<file path="config.mk">
export PLATFORM = sky130hd
export DESIGN_NAME = modrm_effective_address_decode
export DESIGN_NICKNAME = d
export VERILOG_FILES = /design/src/hw/modrm_decode_pkg.sv /design/src/hw/modrm_effective_address_decode.sv
export SDC_FILE = /design/constraint.sdc
export NUM_CORES = 1
export LEC_CHECK = 0
export BUFFER_PORTS_ARGS = -buffer_cell sky130_fd_sc_hd__buf_4
export CAP_MARGIN = 10
export CORE_UTILIZATION = 45
export DETAILED_ROUTE_END_ITERATION = 10
export GPL_TIMING_DRIVEN = 0
export PLACE_DENSITY = 0.7
export SLEW_MARGIN = 0
export SYNTH_ARGS = -nofsm -noshare
export SYNTH_HDL_FRONTEND = slang
export SYNTH_SLANG_ARGS = --single-unit
</file>
<file path="constraint.sdc">
create_clock -name mclk -period 4.1 [get_ports mclk]
set_clock_uncertainty 0.05 [all_clocks]
set_input_delay 0.205 -clock mclk [delete_from_list [all_inputs] [get_ports mclk]]
set_output_delay 0.205 -clock mclk [all_outputs]
set_load 0.1 [all_outputs]
</file>
<file path="src/hw/modrm_decode_pkg.sv">
// Constants and types for the operand-addressing decoder
package modrm_decode_pkg;
  // ----------------------------------------------------------------
  // Addressing-form field codes
  // ----------------------------------------------------------------
  localparam logic [1:0] MOD_NO_DISP = 2'h0;
  localparam logic [1:0] MOD_DISP8 = 2'h1;
  localparam logic [1:0] MOD_DISP16 = 2'h2;
  localparam logic [1:0] MOD_REGISTER = 2'h3;

  // ----------------------------------------------------------------
  // Field positions in the addressing byte and the opcode byte
  // ----------------------------------------------------------------
  localparam int MOD_HI = 7;
  localparam int MOD_LO = 6;
  localparam int REG_HI = 5;
  localparam int REG_LO = 3;
  localparam int RM_HI = 2;
  localparam int RM_LO = 0;
  localparam int WIDTH_BIT = 0;

  // ----------------------------------------------------------------
  // Segment override prefix: 001 ss 110
  // ----------------------------------------------------------------
  localparam logic [2:0] PREFIX_TOP = 3'h1;
  localparam logic [2:0] PREFIX_BOTTOM = 3'h6;

  // Direct address form: mod 00 with r/m 110
  localparam logic [2:0] RM_DIRECT = 3'h6;

  // ----------------------------------------------------------------
  // Segment codes
  // ----------------------------------------------------------------
  localparam logic [1:0] SEG_EXTRA = 2'h0;
  localparam logic [1:0] SEG_CODE = 2'h1;
  localparam logic [1:0] SEG_STACK = 2'h2;
  localparam logic [1:0] SEG_DATA = 2'h3;

  // ----------------------------------------------------------------
  // Word register indices (accum, count, data, base, stack ptr, base ptr, src, dest)
  // ----------------------------------------------------------------
  localparam logic [2:0] IDX_ACCUM = 3'h0;
  localparam logic [2:0] IDX_BASE = 3'h3;
  localparam logic [2:0] IDX_BASE_PTR = 3'h5;
  localparam logic [2:0] IDX_SRC = 3'h6;
  localparam logic [2:0] IDX_DEST = 3'h7;

  // Operand lane: whole word, low byte, high byte
  localparam logic [1:0] LANE_WORD = 2'h0;
  localparam logic [1:0] LANE_LOW = 2'h1;
  localparam logic [1:0] LANE_HIGH = 2'h2;

  // Reset values
  localparam logic [15:0] WORD_RST = 16'h0000;
  localparam logic [7:0] BYTE_RST = 8'h00;

  typedef enum logic [2:0] {
    ST_OPCODE,
    ST_MODRM,
    ST_DISP_LOW,
    ST_DISP_HIGH,
    ST_FINISH
  } dec_state_e;
endpackage

</file>
<file path="src/hw/modrm_effective_address_decode.sv">
// Operand-addressing decoder: width, displacement, effective address, registers
//
// Contract
// - Width bit 1 word, 0 byte
// - Form 11: operand field names a register
// - Form 00: zero displacement, no bytes, except r/m 110 which takes two address bytes
// - Form 01: one byte, sign-extended
// - Form 10: two bytes, second is high
// - Displacement follows the addressing byte
// - Codes 000-011: base plus index plus displacement
// - Codes 100-111: one register plus displacement
// - Word register order accum to dest index
// - Prefix 001 ss 110 overrides next segment
`timescale 1ns/10ps
`default_nettype none
module modrm_effective_address_decode
  import modrm_decode_pkg::*;
(
  input wire logic mclk,
  input wire logic rst,
  input wire logic byte_valid,
  input wire logic [7:0] byte_data,
  input wire logic [15:0] accum_word,
  input wire logic [15:0] count_word,
  input wire logic [15:0] data_word,
  input wire logic [15:0] base_word,
  input wire logic [15:0] stack_pointer,
  input wire logic [15:0] base_pointer,
  input wire logic [15:0] src_index,
  input wire logic [15:0] dest_index,
  output logic byte_ready_q,
  output logic decode_valid_q,
  output logic width_word_q,
  output logic operand_is_reg_q,
  output logic [15:0] effective_addr_q,
  output logic [15:0] displacement_q,
  output logic [1:0] disp_count_q,
  output logic [2:0] reg_idx_q,
  output logic [1:0] reg_lane_q,
  output logic [2:0] rm_idx_q,
  output logic [1:0] rm_lane_q,
  output logic [1:0] segment_q,
  output logic seg_override_q
);

  dec_state_e state_q;
  logic take;
  logic wbit_q;
  logic [1:0] mod_q;
  logic [2:0] reg_q;
  logic [2:0] rm_q;
  logic [7:0] disp_low_q;
  logic [7:0] disp_high_q;
  logic ovr_pend_q;
  logic [1:0] ovr_seg_q;
  logic is_prefix;
  logic [15:0] disp_d;
  logic [15:0] eff_addr_d;
  logic [1:0] seg_d;

  assign take = byte_valid && byte_ready_q;
  assign is_prefix = (byte_data[7:5] == PREFIX_TOP) && (byte_data[2:0] == PREFIX_BOTTOM);

  // ----------------------------------------------------------------
  // Byte sequencing
  // ----------------------------------------------------------------
  always_ff @(posedge mclk or posedge rst) begin
    if (rst) begin
      state_q <= ST_OPCODE;
    end else begin
      case (state_q)
        ST_OPCODE: begin
          if (take && !is_prefix) begin
            state_q <= ST_MODRM;
          end
        end
        ST_MODRM: begin
          if (take) begin
            // Displacement bytes come right after this byte
            case (byte_data[MOD_HI:MOD_LO])
              MOD_DISP8, MOD_DISP16: state_q <= ST_DISP_LOW;
              MOD_NO_DISP: begin
                if (byte_data[RM_HI:RM_LO] == RM_DIRECT) begin
                  state_q <= ST_DISP_LOW;
                end else begin
                  state_q <= ST_FINISH;
                end
              end
              default: state_q <= ST_FINISH;
            endcase
          end
        end
        ST_DISP_LOW: begin
          if (take) begin
            state_q <= (mod_q == MOD_DISP8) ? ST_FINISH : ST_DISP_HIGH;
          end
        end
        ST_DISP_HIGH: begin
          if (take) begin
            state_q <= ST_FINISH;
          end
        end
        ST_FINISH: state_q <= ST_OPCODE;
        default: state_q <= ST_OPCODE;
      endcase
    end
  end

  // No bytes taken while the result is being formed
  always_ff @(posedge mclk or posedge rst) begin
    if (rst) begin
      byte_ready_q <= 1'b0;
    end else begin
      byte_ready_q <= !(state_q == ST_FINISH) &&
                      !((state_q == ST_DISP_HIGH) && take) &&
                      !((state_q == ST_DISP_LOW) && take && (mod_q == MOD_DISP8)) &&
                      !((state_q == ST_MODRM) && take &&
                        ((byte_data[MOD_HI:MOD_LO] == MOD_REGISTER) ||
                         ((byte_data[MOD_HI:MOD_LO] == MOD_NO_DISP) &&
                          (byte_data[RM_HI:RM_LO] != RM_DIRECT))));
    end
  end

  // ----------------------------------------------------------------
  // Field capture
  // ----------------------------------------------------------------
  always_ff @(posedge mclk or posedge rst) begin
    if (rst) begin
      wbit_q <= 1'b0;
      mod_q <= MOD_NO_DISP;
      reg_q <= IDX_ACCUM;
      rm_q <= IDX_ACCUM;
      disp_low_q <= BYTE_RST;
      disp_high_q <= BYTE_RST;
    end else if (take) begin
      case (state_q)
        ST_OPCODE: wbit_q <= byte_data[WIDTH_BIT];
        ST_MODRM: begin
          mod_q <= byte_data[MOD_HI:MOD_LO];
          reg_q <= byte_data[REG_HI:REG_LO];
          rm_q <= byte_data[RM_HI:RM_LO];
          disp_low_q <= BYTE_RST;
          disp_high_q <= BYTE_RST;
        end
        ST_DISP_LOW: disp_low_q <= byte_data;
        ST_DISP_HIGH: disp_high_q <= byte_data;
        default: disp_low_q <= disp_low_q;
      endcase
    end
  end

  // Override holds only until the memory access it belongs to is formed
  always_ff @(posedge mclk or posedge rst) begin
    if (rst) begin
      ovr_pend_q <= 1'b0;
      ovr_seg_q <= SEG_DATA;
    end else if (take && (state_q == ST_OPCODE) && is_prefix) begin
      ovr_pend_q <= 1'b1;
      ovr_seg_q <= byte_data[4:3];
    end else if (state_q == ST_FINISH && mod_q != MOD_REGISTER) begin
      ovr_pend_q <= 1'b0;
    end
  end

  // ----------------------------------------------------------------
  // Displacement, effective address and segment
  // ----------------------------------------------------------------
  always_comb begin
    case (mod_q)
      MOD_DISP8: disp_d = {{8{disp_low_q[7]}}, disp_low_q};
      MOD_DISP16: disp_d = {disp_high_q, disp_low_q};
      default: disp_d = WORD_RST;
    endcase
  end

  always_comb begin
    seg_d = SEG_DATA;
    case (rm_q)
      3'h0: eff_addr_d = 16'(base_word + src_index + disp_d);
      3'h1: eff_addr_d = 16'(base_word + dest_index + disp_d);
      3'h2: eff_addr_d = 16'(base_pointer + src_index + disp_d);
      3'h3: eff_addr_d = 16'(base_pointer + dest_index + disp_d);
      3'h4: eff_addr_d = 16'(src_index + disp_d);
      3'h5: eff_addr_d = 16'(dest_index + disp_d);
      3'h6: eff_addr_d = 16'(base_pointer + disp_d);
      default: eff_addr_d = 16'(base_word + disp_d);
    endcase
    // Frame-pointer forms default to the stack segment
    if (rm_q == 3'h2 || rm_q == 3'h3 || rm_q == RM_DIRECT) begin
      seg_d = SEG_STACK;
    end
    if (mod_q == MOD_NO_DISP && rm_q == RM_DIRECT) begin
      eff_addr_d = {disp_high_q, disp_low_q};
      seg_d = SEG_DATA;
    end
    if (ovr_pend_q) begin
      seg_d = ovr_seg_q;
    end
  end

  // ----------------------------------------------------------------
  // Results
  // ----------------------------------------------------------------
  always_ff @(posedge mclk or posedge rst) begin
    if (rst) begin
      decode_valid_q <= 1'b0;
    end else begin
      decode_valid_q <= (state_q == ST_FINISH);
    end
  end

  always_ff @(posedge mclk or posedge rst) begin
    if (rst) begin
      width_word_q <= 1'b0;
      operand_is_reg_q <= 1'b0;
      effective_addr_q <= WORD_RST;
      displacement_q <= WORD_RST;
      disp_count_q <= 2'h0;
      reg_idx_q <= IDX_ACCUM;
      reg_lane_q <= LANE_WORD;
      rm_idx_q <= IDX_ACCUM;
      rm_lane_q <= LANE_WORD;
      segment_q <= SEG_DATA;
      seg_override_q <= 1'b0;
    end else if (state_q == ST_FINISH) begin
      width_word_q <= wbit_q;
      operand_is_reg_q <= (mod_q == MOD_REGISTER);
      // Byte codes fold onto the first four word registers
      reg_idx_q <= wbit_q ? reg_q : {1'b0, reg_q[1:0]};
      reg_lane_q <= wbit_q ? LANE_WORD : (reg_q[2] ? LANE_HIGH : LANE_LOW);
      if (mod_q == MOD_REGISTER) begin
        rm_idx_q <= wbit_q ? rm_q : {1'b0, rm_q[1:0]};
        rm_lane_q <= wbit_q ? LANE_WORD : (rm_q[2] ? LANE_HIGH : LANE_LOW);
        effective_addr_q <= WORD_RST;
        displacement_q <= WORD_RST;
        disp_count_q <= 2'h0;
        seg_override_q <= 1'b0;
      end else begin
        rm_idx_q <= rm_q;
        rm_lane_q <= LANE_WORD;
        effective_addr_q <= eff_addr_d;
        displacement_q <= (mod_q == MOD_NO_DISP) ? WORD_RST : disp_d;
        disp_count_q <= (mod_q == MOD_DISP8) ? 2'h1 :
                        ((mod_q == MOD_DISP16 || rm_q == RM_DIRECT) ? 2'h2 : 2'h0);
        segment_q <= seg_d;
        seg_override_q <= ovr_pend_q;
      end
    end
  end

endmodule
`default_nettype wire

</file>
# --- Word-level counts from Yosys, hierarchy flattened ---
# Cells that the tools add are included.
totals:
  in_bits: 139
  output_inout_bits: 51
  word_cells: 131
  reg_bits: 82
classes:
  n_reduce_logical: 39
  n_mux: 33
  add_sub_neg: 12
  n_eq_ne: 24
  bitwise: 1
ops:
  columns: ["operator", "count"]
  rows:
  - ["16-bit adder", 12]
  - ["16-bit one-hot mux with 7 select lines", 1]
  - ["16-bit 2-to-1 mux", 4]
  - ["16-bit one-hot mux with 2 select lines", 1]
  - ["8-bit one-hot mux with 2 select lines", 2]
  - ["3-bit 2-to-1 mux", 9]
  - ["2-bit 2-to-1 mux", 10]
  - ["1-bit logical AND", 16]
  - ["3-bit equality test (second input constant)", 5]
  - ["3-bit by 2-bit equality test with 1-bit output (second input constant)", 4]
  - ["3-bit one-hot mux with 4 select lines", 1]
  - ["2-bit != test (second input constant)", 5]
  - ["2-bit AND reduction", 5]
  - ["3-bit by 1-bit equality test with 1-bit output (second input constant)", 3]
  - ["2-bit equality test (second input constant)", 4]
  - ["3-bit zero test", 2]
  - ["3-bit one-hot mux with 2 select lines", 1]
  - ["2-bit nonzero test", 3]
  - ["1-bit zero test", 5]
  - ["2-bit by 1-bit equality test with 1-bit output (second input constant)", 2]
  - ["2-bit zero test", 2]
  - ["1-bit logical OR", 4]
  - ["1-bit 2-to-1 mux", 4]
  - ["4-bit AND reduction", 1]
  - ["3 further kinds", 3]

# --- Depth between registers and ports, before layout ---
depth:
  ltp_word: 6
  depth_mapped: 17
  depth_no_buf: 15

# --- Worst setup path after synthesis ---
# OpenSTA, ideal clock, no wires.
synth_path:
  kind: "flip-flop to flip-flop"
  start: "register mod_q[0]"
  end: "register effective_addr_q[15]"
  required_ns: 3.924
  path_buffers: 0
  setup_slack_ns: -0.208
  period_less_slack_ns: 4.308
  arrival_ns: 4.132
  setup_time_ns: 0.126
  path_stages_with_launch: 16
  path_cell_list: "dfrtp_1 inv_1 ha_1 o21a_1 and2_1 fa_1 ha_1 fa_1 a211o_1 a21oi_1 o21ai_0 a211oi_1 o21ai_0 xnor2_1 nor2_1 o32a_1"
synth_between:
  elab_chain_len: 6
  word_cells_on_any_way: 17
  classes_between: "add/sub: 8; eq/ne: 3; mux: 4; reduce/logical: 2"
synth_lines:
  columns: ["item", "line", "text"]
  rows:
  - ["from (decl)", "modrm_effective_address_decode.sv:49", "logic [1:0] mod_q;"]
  - ["from (signal assigned)", "modrm_effective_address_decode.sv:139", "mod_q <= byte_data[MOD_HI:MOD_LO];"]
  - ["2-bit equality test or 2-bit by 1-bit equality test with 1-bit output (tied branches)", "modrm_effective_address_decode.sv:169", "case (mod_q)"]
  - ["16-bit one-hot mux with 2 select lines", "modrm_effective_address_decode.sv:169", null]
  - ["16-bit adder (tied with other cells)", "modrm_effective_address_decode.sv:186", "default: eff_addr_d = 16'(base_word + disp_d);"]
  - ["16-bit one-hot mux with 7 select lines", "modrm_effective_address_decode.sv:178", "case (rm_q)"]
  - ["16-bit 2-to-1 mux", "modrm_effective_address_decode.sv:192", "if (mod_q == MOD_NO_DISP && rm_q == RM_DIRECT) begin"]
  - ["16-bit 2-to-1 mux (*)", "modrm_effective_address_decode.sv:231", "if (mod_q == MOD_REGISTER) begin"]
  - ["to (signal assigned)", "modrm_effective_address_decode.sv:241", "effective_addr_q <= eff_addr_d;"]
  - ["to (decl)", "modrm_effective_address_decode.sv:35", "output logic [15:0] effective_addr_q,"]
# Mark *: on every way between the ends. The rest lies on a longest branch, timed or not.
# A chain may end at the register's enable or synchronous reset.

# --- Final worst setup path ---
layout_path:
  start: "register mod_q[1]"
  end: "register effective_addr_q[9]"
# The elaborated chain is that of the path after synthesis.

==> run metrics <==
status=finished, final reports clean; critical path launch point type=register; flip-flop cell with the highest count after synthesis=sky130_fd_sc_hd__dfrtp_1; routed wirelength normalized by instance count=19.6 um; synthesized area=9140 um^2; setup total negative slack=0 ns; final-layout fill cell count=1,784; H-tree lvl count=3; number of nets with antenna violations after routing=0; starting utilization of the core area=46.5%; signed area change from the synthesized netlist to the final layout=24.3%; die area=20,900 um^2; fraction of layout instances using a drive strength above 1=25.2%; share of synthesized area occupied by flip-flops and latches=22.5%; cell with the largest stage delay on the worst path=sky130_fd_sc_hd__mux4_2; Internal=0.00373 W; CTS clock-pin slew for the worst setup and hold paths=0.06 ns; required time worst endpoint=4.27 ns; critical path start-end classification=reg2reg; final worst slack=0.0464 ns; setup repair after global routing missed its margin=true; Avg Inst Size Synth=9.17 um^2; leading cell types by total area after synthesis=sky130_fd_sc_hd__dfrtp_1 21%, sky130_fd_sc_hd__fa_1 14%, sky130_fd_sc_hd__ha_1 11%; Critical Path Sink Type=register; GR Util All Layers=27.0%; cell type contributing the most total cell area after synthesis=sky130_fd_sc_hd__dfrtp_1; series of cell instances along the critical path=inv_2 > ha_4 > o21a_2 > and2_2 > fa_2 > ha_1 > a2111oi_4 > o21ai_1 > a31oi_2 > buf_4 > buf_4 > xnor2_1 > mux4_2 > nor2_2 > o21ai_1; cells after synthesis=997; post-synthesis cell type count=74; proportion of total power due to net switching=54.5%; CTS tree=built; maximum clock path buffer count=2; relative contribution of combinational cells to total power=73.8%; crit-path max FO=5; count of final hold-check violations=0; routed vias/inst=5.85; Hold/Removal Path Class=in2reg; proportion of netlist area held by the largest area contributor=21.4%; total gr overflow=0; gp weighted congestion=0.902; slew at the pin closest to its max-slew limit=0.736 ns; count of input and output buffers=125; sum of routed wire length over all layers=28,000 um; violation count after the first detailed-route iteration=588; FMAX=0.247 GHz; pre-CTS worst setup slack=-1.07 ns; Clock Sinks=82; standard-cell rows=51; pin count of the biggest net entering global routing=44; count of state elements after synthesis=82; detailed-route DRC error count=0; proportion of power drawn by the clock network=9.5%; max-slew violation total from the final report=0; min Tclk post-route=4.05 ns; number of antenna violations at the first check in global routing=0; top library cells by usage in the layout, fill and taps aside=149 x sky130_fd_sc_hd__buf_4, 115 x sky130_fd_sc_hd__nand2_1, 78 x sky130_fd_sc_hd__dfrtp_1, 73 x sky130_fd_sc_hd__a21oi_1, 73 x sky130_fd_sc_hd__o21ai_0; total area of multi-input combinational cells=7210 um^2; critical path data arrival time=4.22 ns; worst vdd ir=0.000562 V; number of I/O pins=190; end-of-flow core utilization=57.8%; Power Density=720 nW/um^2; cell at the root of the clock tree=sky130_fd_sc_hd__clkbuf_16; Antenna diodes=0; final-stage net count=1,443; warnings from Yosys=0; clock buffers created by TritonCTS=9; Max transition margin=50.9%; commonest non-fill, non-tap cell in the layout=sky130_fd_sc_hd__buf_4; proportion of register bits with asynchronous set or reset after synthesis=100%; number of failing setup endpoints in the final timing report=0; insertion delay of the later-clocked pin in the worst-skew pair=0.33 ns; number of global-route vias before repair=7,956; global-route wire length before repair=42,400 um; HPWL after DPL=22,000 um; Mapped Nets=1,279; sequential share of power=16.7%; Switch Pwr=0.00446 W; CORE AREA=19,700 um^2; crit share post-route=98.9%; number of iterations in the first detailed-routing pass=5; worst stage delay on the critical path=0.49 ns; number of enable flip-flop cells after synthesis=0; die extent in x=145 um; FF+latch area=2060 um^2; DR vias=8,364; MaxCap Viol Count=0; Leakage Power=5.22 nW; die boundary height=145 um
-- repair_timing --
item / CTS / global route
gates resized for setup: 66 / 63
gates cloned: 0 / 1
pin swaps: 15 / 34
setup buffers: 10 / 14
hold buffers: 1 / 0
setup endpoints to repair: 13 / 10
hold endpoints to repair: 35 / 0
-- layout make-up --
cell class                 count  area share [%]
buffer                        35            1.84
clock buffer                  12            2.17
clock inverter                 3           0.353
inverter                      27           0.914
multi-input combinational    854            63.5
sequential                    82            18.1
tap                          265            2.92
timing repair buffer         152            10.2
-- worst max-delay path, delay by kind of cell (launching register included) --
kind | cells | cell delay (ns)
AO/OA/AOI/OAI | 5 | 1.13
multiplexers | 1 | 0.49
AND/OR/NAND/NOR | 2 | 0.38
buffers and inverters | 3 | 0.38
adder cells (fa/ha/maj) | 3 | 1.03
XOR/XNOR | 1 | 0.06
flip-flops | 1 | 0.42
-- cells by family (layout without fill, tap and decap cells) --
family                   count (synthesis)  after routing  synth area share [%]
XOR/XNOR                                67             67                  6.63
adder cells (fa/ha/maj)                143            143                  24.9
AND/OR/NAND/NOR                        286            286                  14.5
multiplexers                            54             54                  7.32
flip-flops                              82             82                  22.5
AO/OA/AOI/OAI                          303            304                  21.2
buffers and inverters                   62            229                  2.93
-- through the flow --
| stage | power (W) | cells | hold slack [ns] | area, um^2 |
|---|---|---|---|---|
| 3_5_place_dp | 0.00688 | 1389 | 0.239 | 10500 |
| 2_1_floorplan | 0.00546 | 997 | 0.272 | 9160 |
| 4_1_cts | 0.00788 | 1415 | 0.0855 | 11000 |
| 3_3_place_gp | 0.00682 | 1387 | 0.404 | 10400 |
| 5_1_grt | 0.00869 | 1430 | 0.0857 | 11400 |
| 6_report | 0.00818 | 1430 | 0.0955 | 11400 |
-- path summary, 6_finish.rpt --
check | from | to | slack (ns) | depth (start not counted)
worst max-delay path | mod_q[1] | effective_addr_q[9] | 0.05 | 15
worst min-delay path | byte_data[2] | rm_q[2] | 0.1 | 3
worst max register to register | mod_q[1] | effective_addr_q[9] | 0.05 | 15
worst min register to register | ovr_seg_q[1] | segment_q[1] | 0.42 | 2
max in group asynchronous | rst | displacement_q[13] | 2.98 | 4
min in group asynchronous | rst | rm_lane_q[0] | 0.42 | 3
-- synth_stat cells, types with 19 or more instances --
cell                       number
sky130_fd_sc_hd__inv_1         25
sky130_fd_sc_hd__ha_1          78
sky130_fd_sc_hd__xnor2_1       39
sky130_fd_sc_hd__a21oi_1       78
sky130_fd_sc_hd__nor2_1        60
sky130_fd_sc_hd__o21ai_0       83
sky130_fd_sc_hd__nand2_1      117
sky130_fd_sc_hd__mux2_2        19
sky130_fd_sc_hd__mux2i_1       26
sky130_fd_sc_hd__dfrtp_1       78
sky130_fd_sc_hd__clkbuf_1      22
sky130_fd_sc_hd__a21o_1        22
sky130_fd_sc_hd__xor2_1        27
sky130_fd_sc_hd__nand3_1       26
sky130_fd_sc_hd__nor3_1        21
sky130_fd_sc_hd__fa_1          65
-- state kept, by name (all words and copies together) (netlist names), 2 cells and up --
name,count
disp_count_q,2
disp_high_q,8
disp_low_q,8
displacement_q,16
effective_addr_q,16
mod_q,2
ovr_seg_q,2
reg_idx_q,3
reg_lane_q,2
reg_q,3
rm_idx_q,3
rm_lane_q,2
rm_q,3
segment_q,2
state_q,3
-- routing by layer --
layer  GRT usage [%]  vias up  share of wire [%]
li1                -     3945                  -
met1            35.5     4087                 43
met2            45.8      272                 49
met3            3.68       60                5.3
met4            8.64        0                3.2
met5               0        -                  0
-- power groups by stage --
stage,Sequential [W],Clock [W],Combinational [W]
after floorplan,0.00253,0,0.00293
after detailed placement,0.00137,0,0.00550
after CTS,0.00136,0.000787,0.00573
after global routing,0.00140,0.000823,0.00647
after global placement,0.00137,0,0.00545
final,0.00137,0.000778,0.00604
Note: power is estimated with default switching activity, not from simulation.
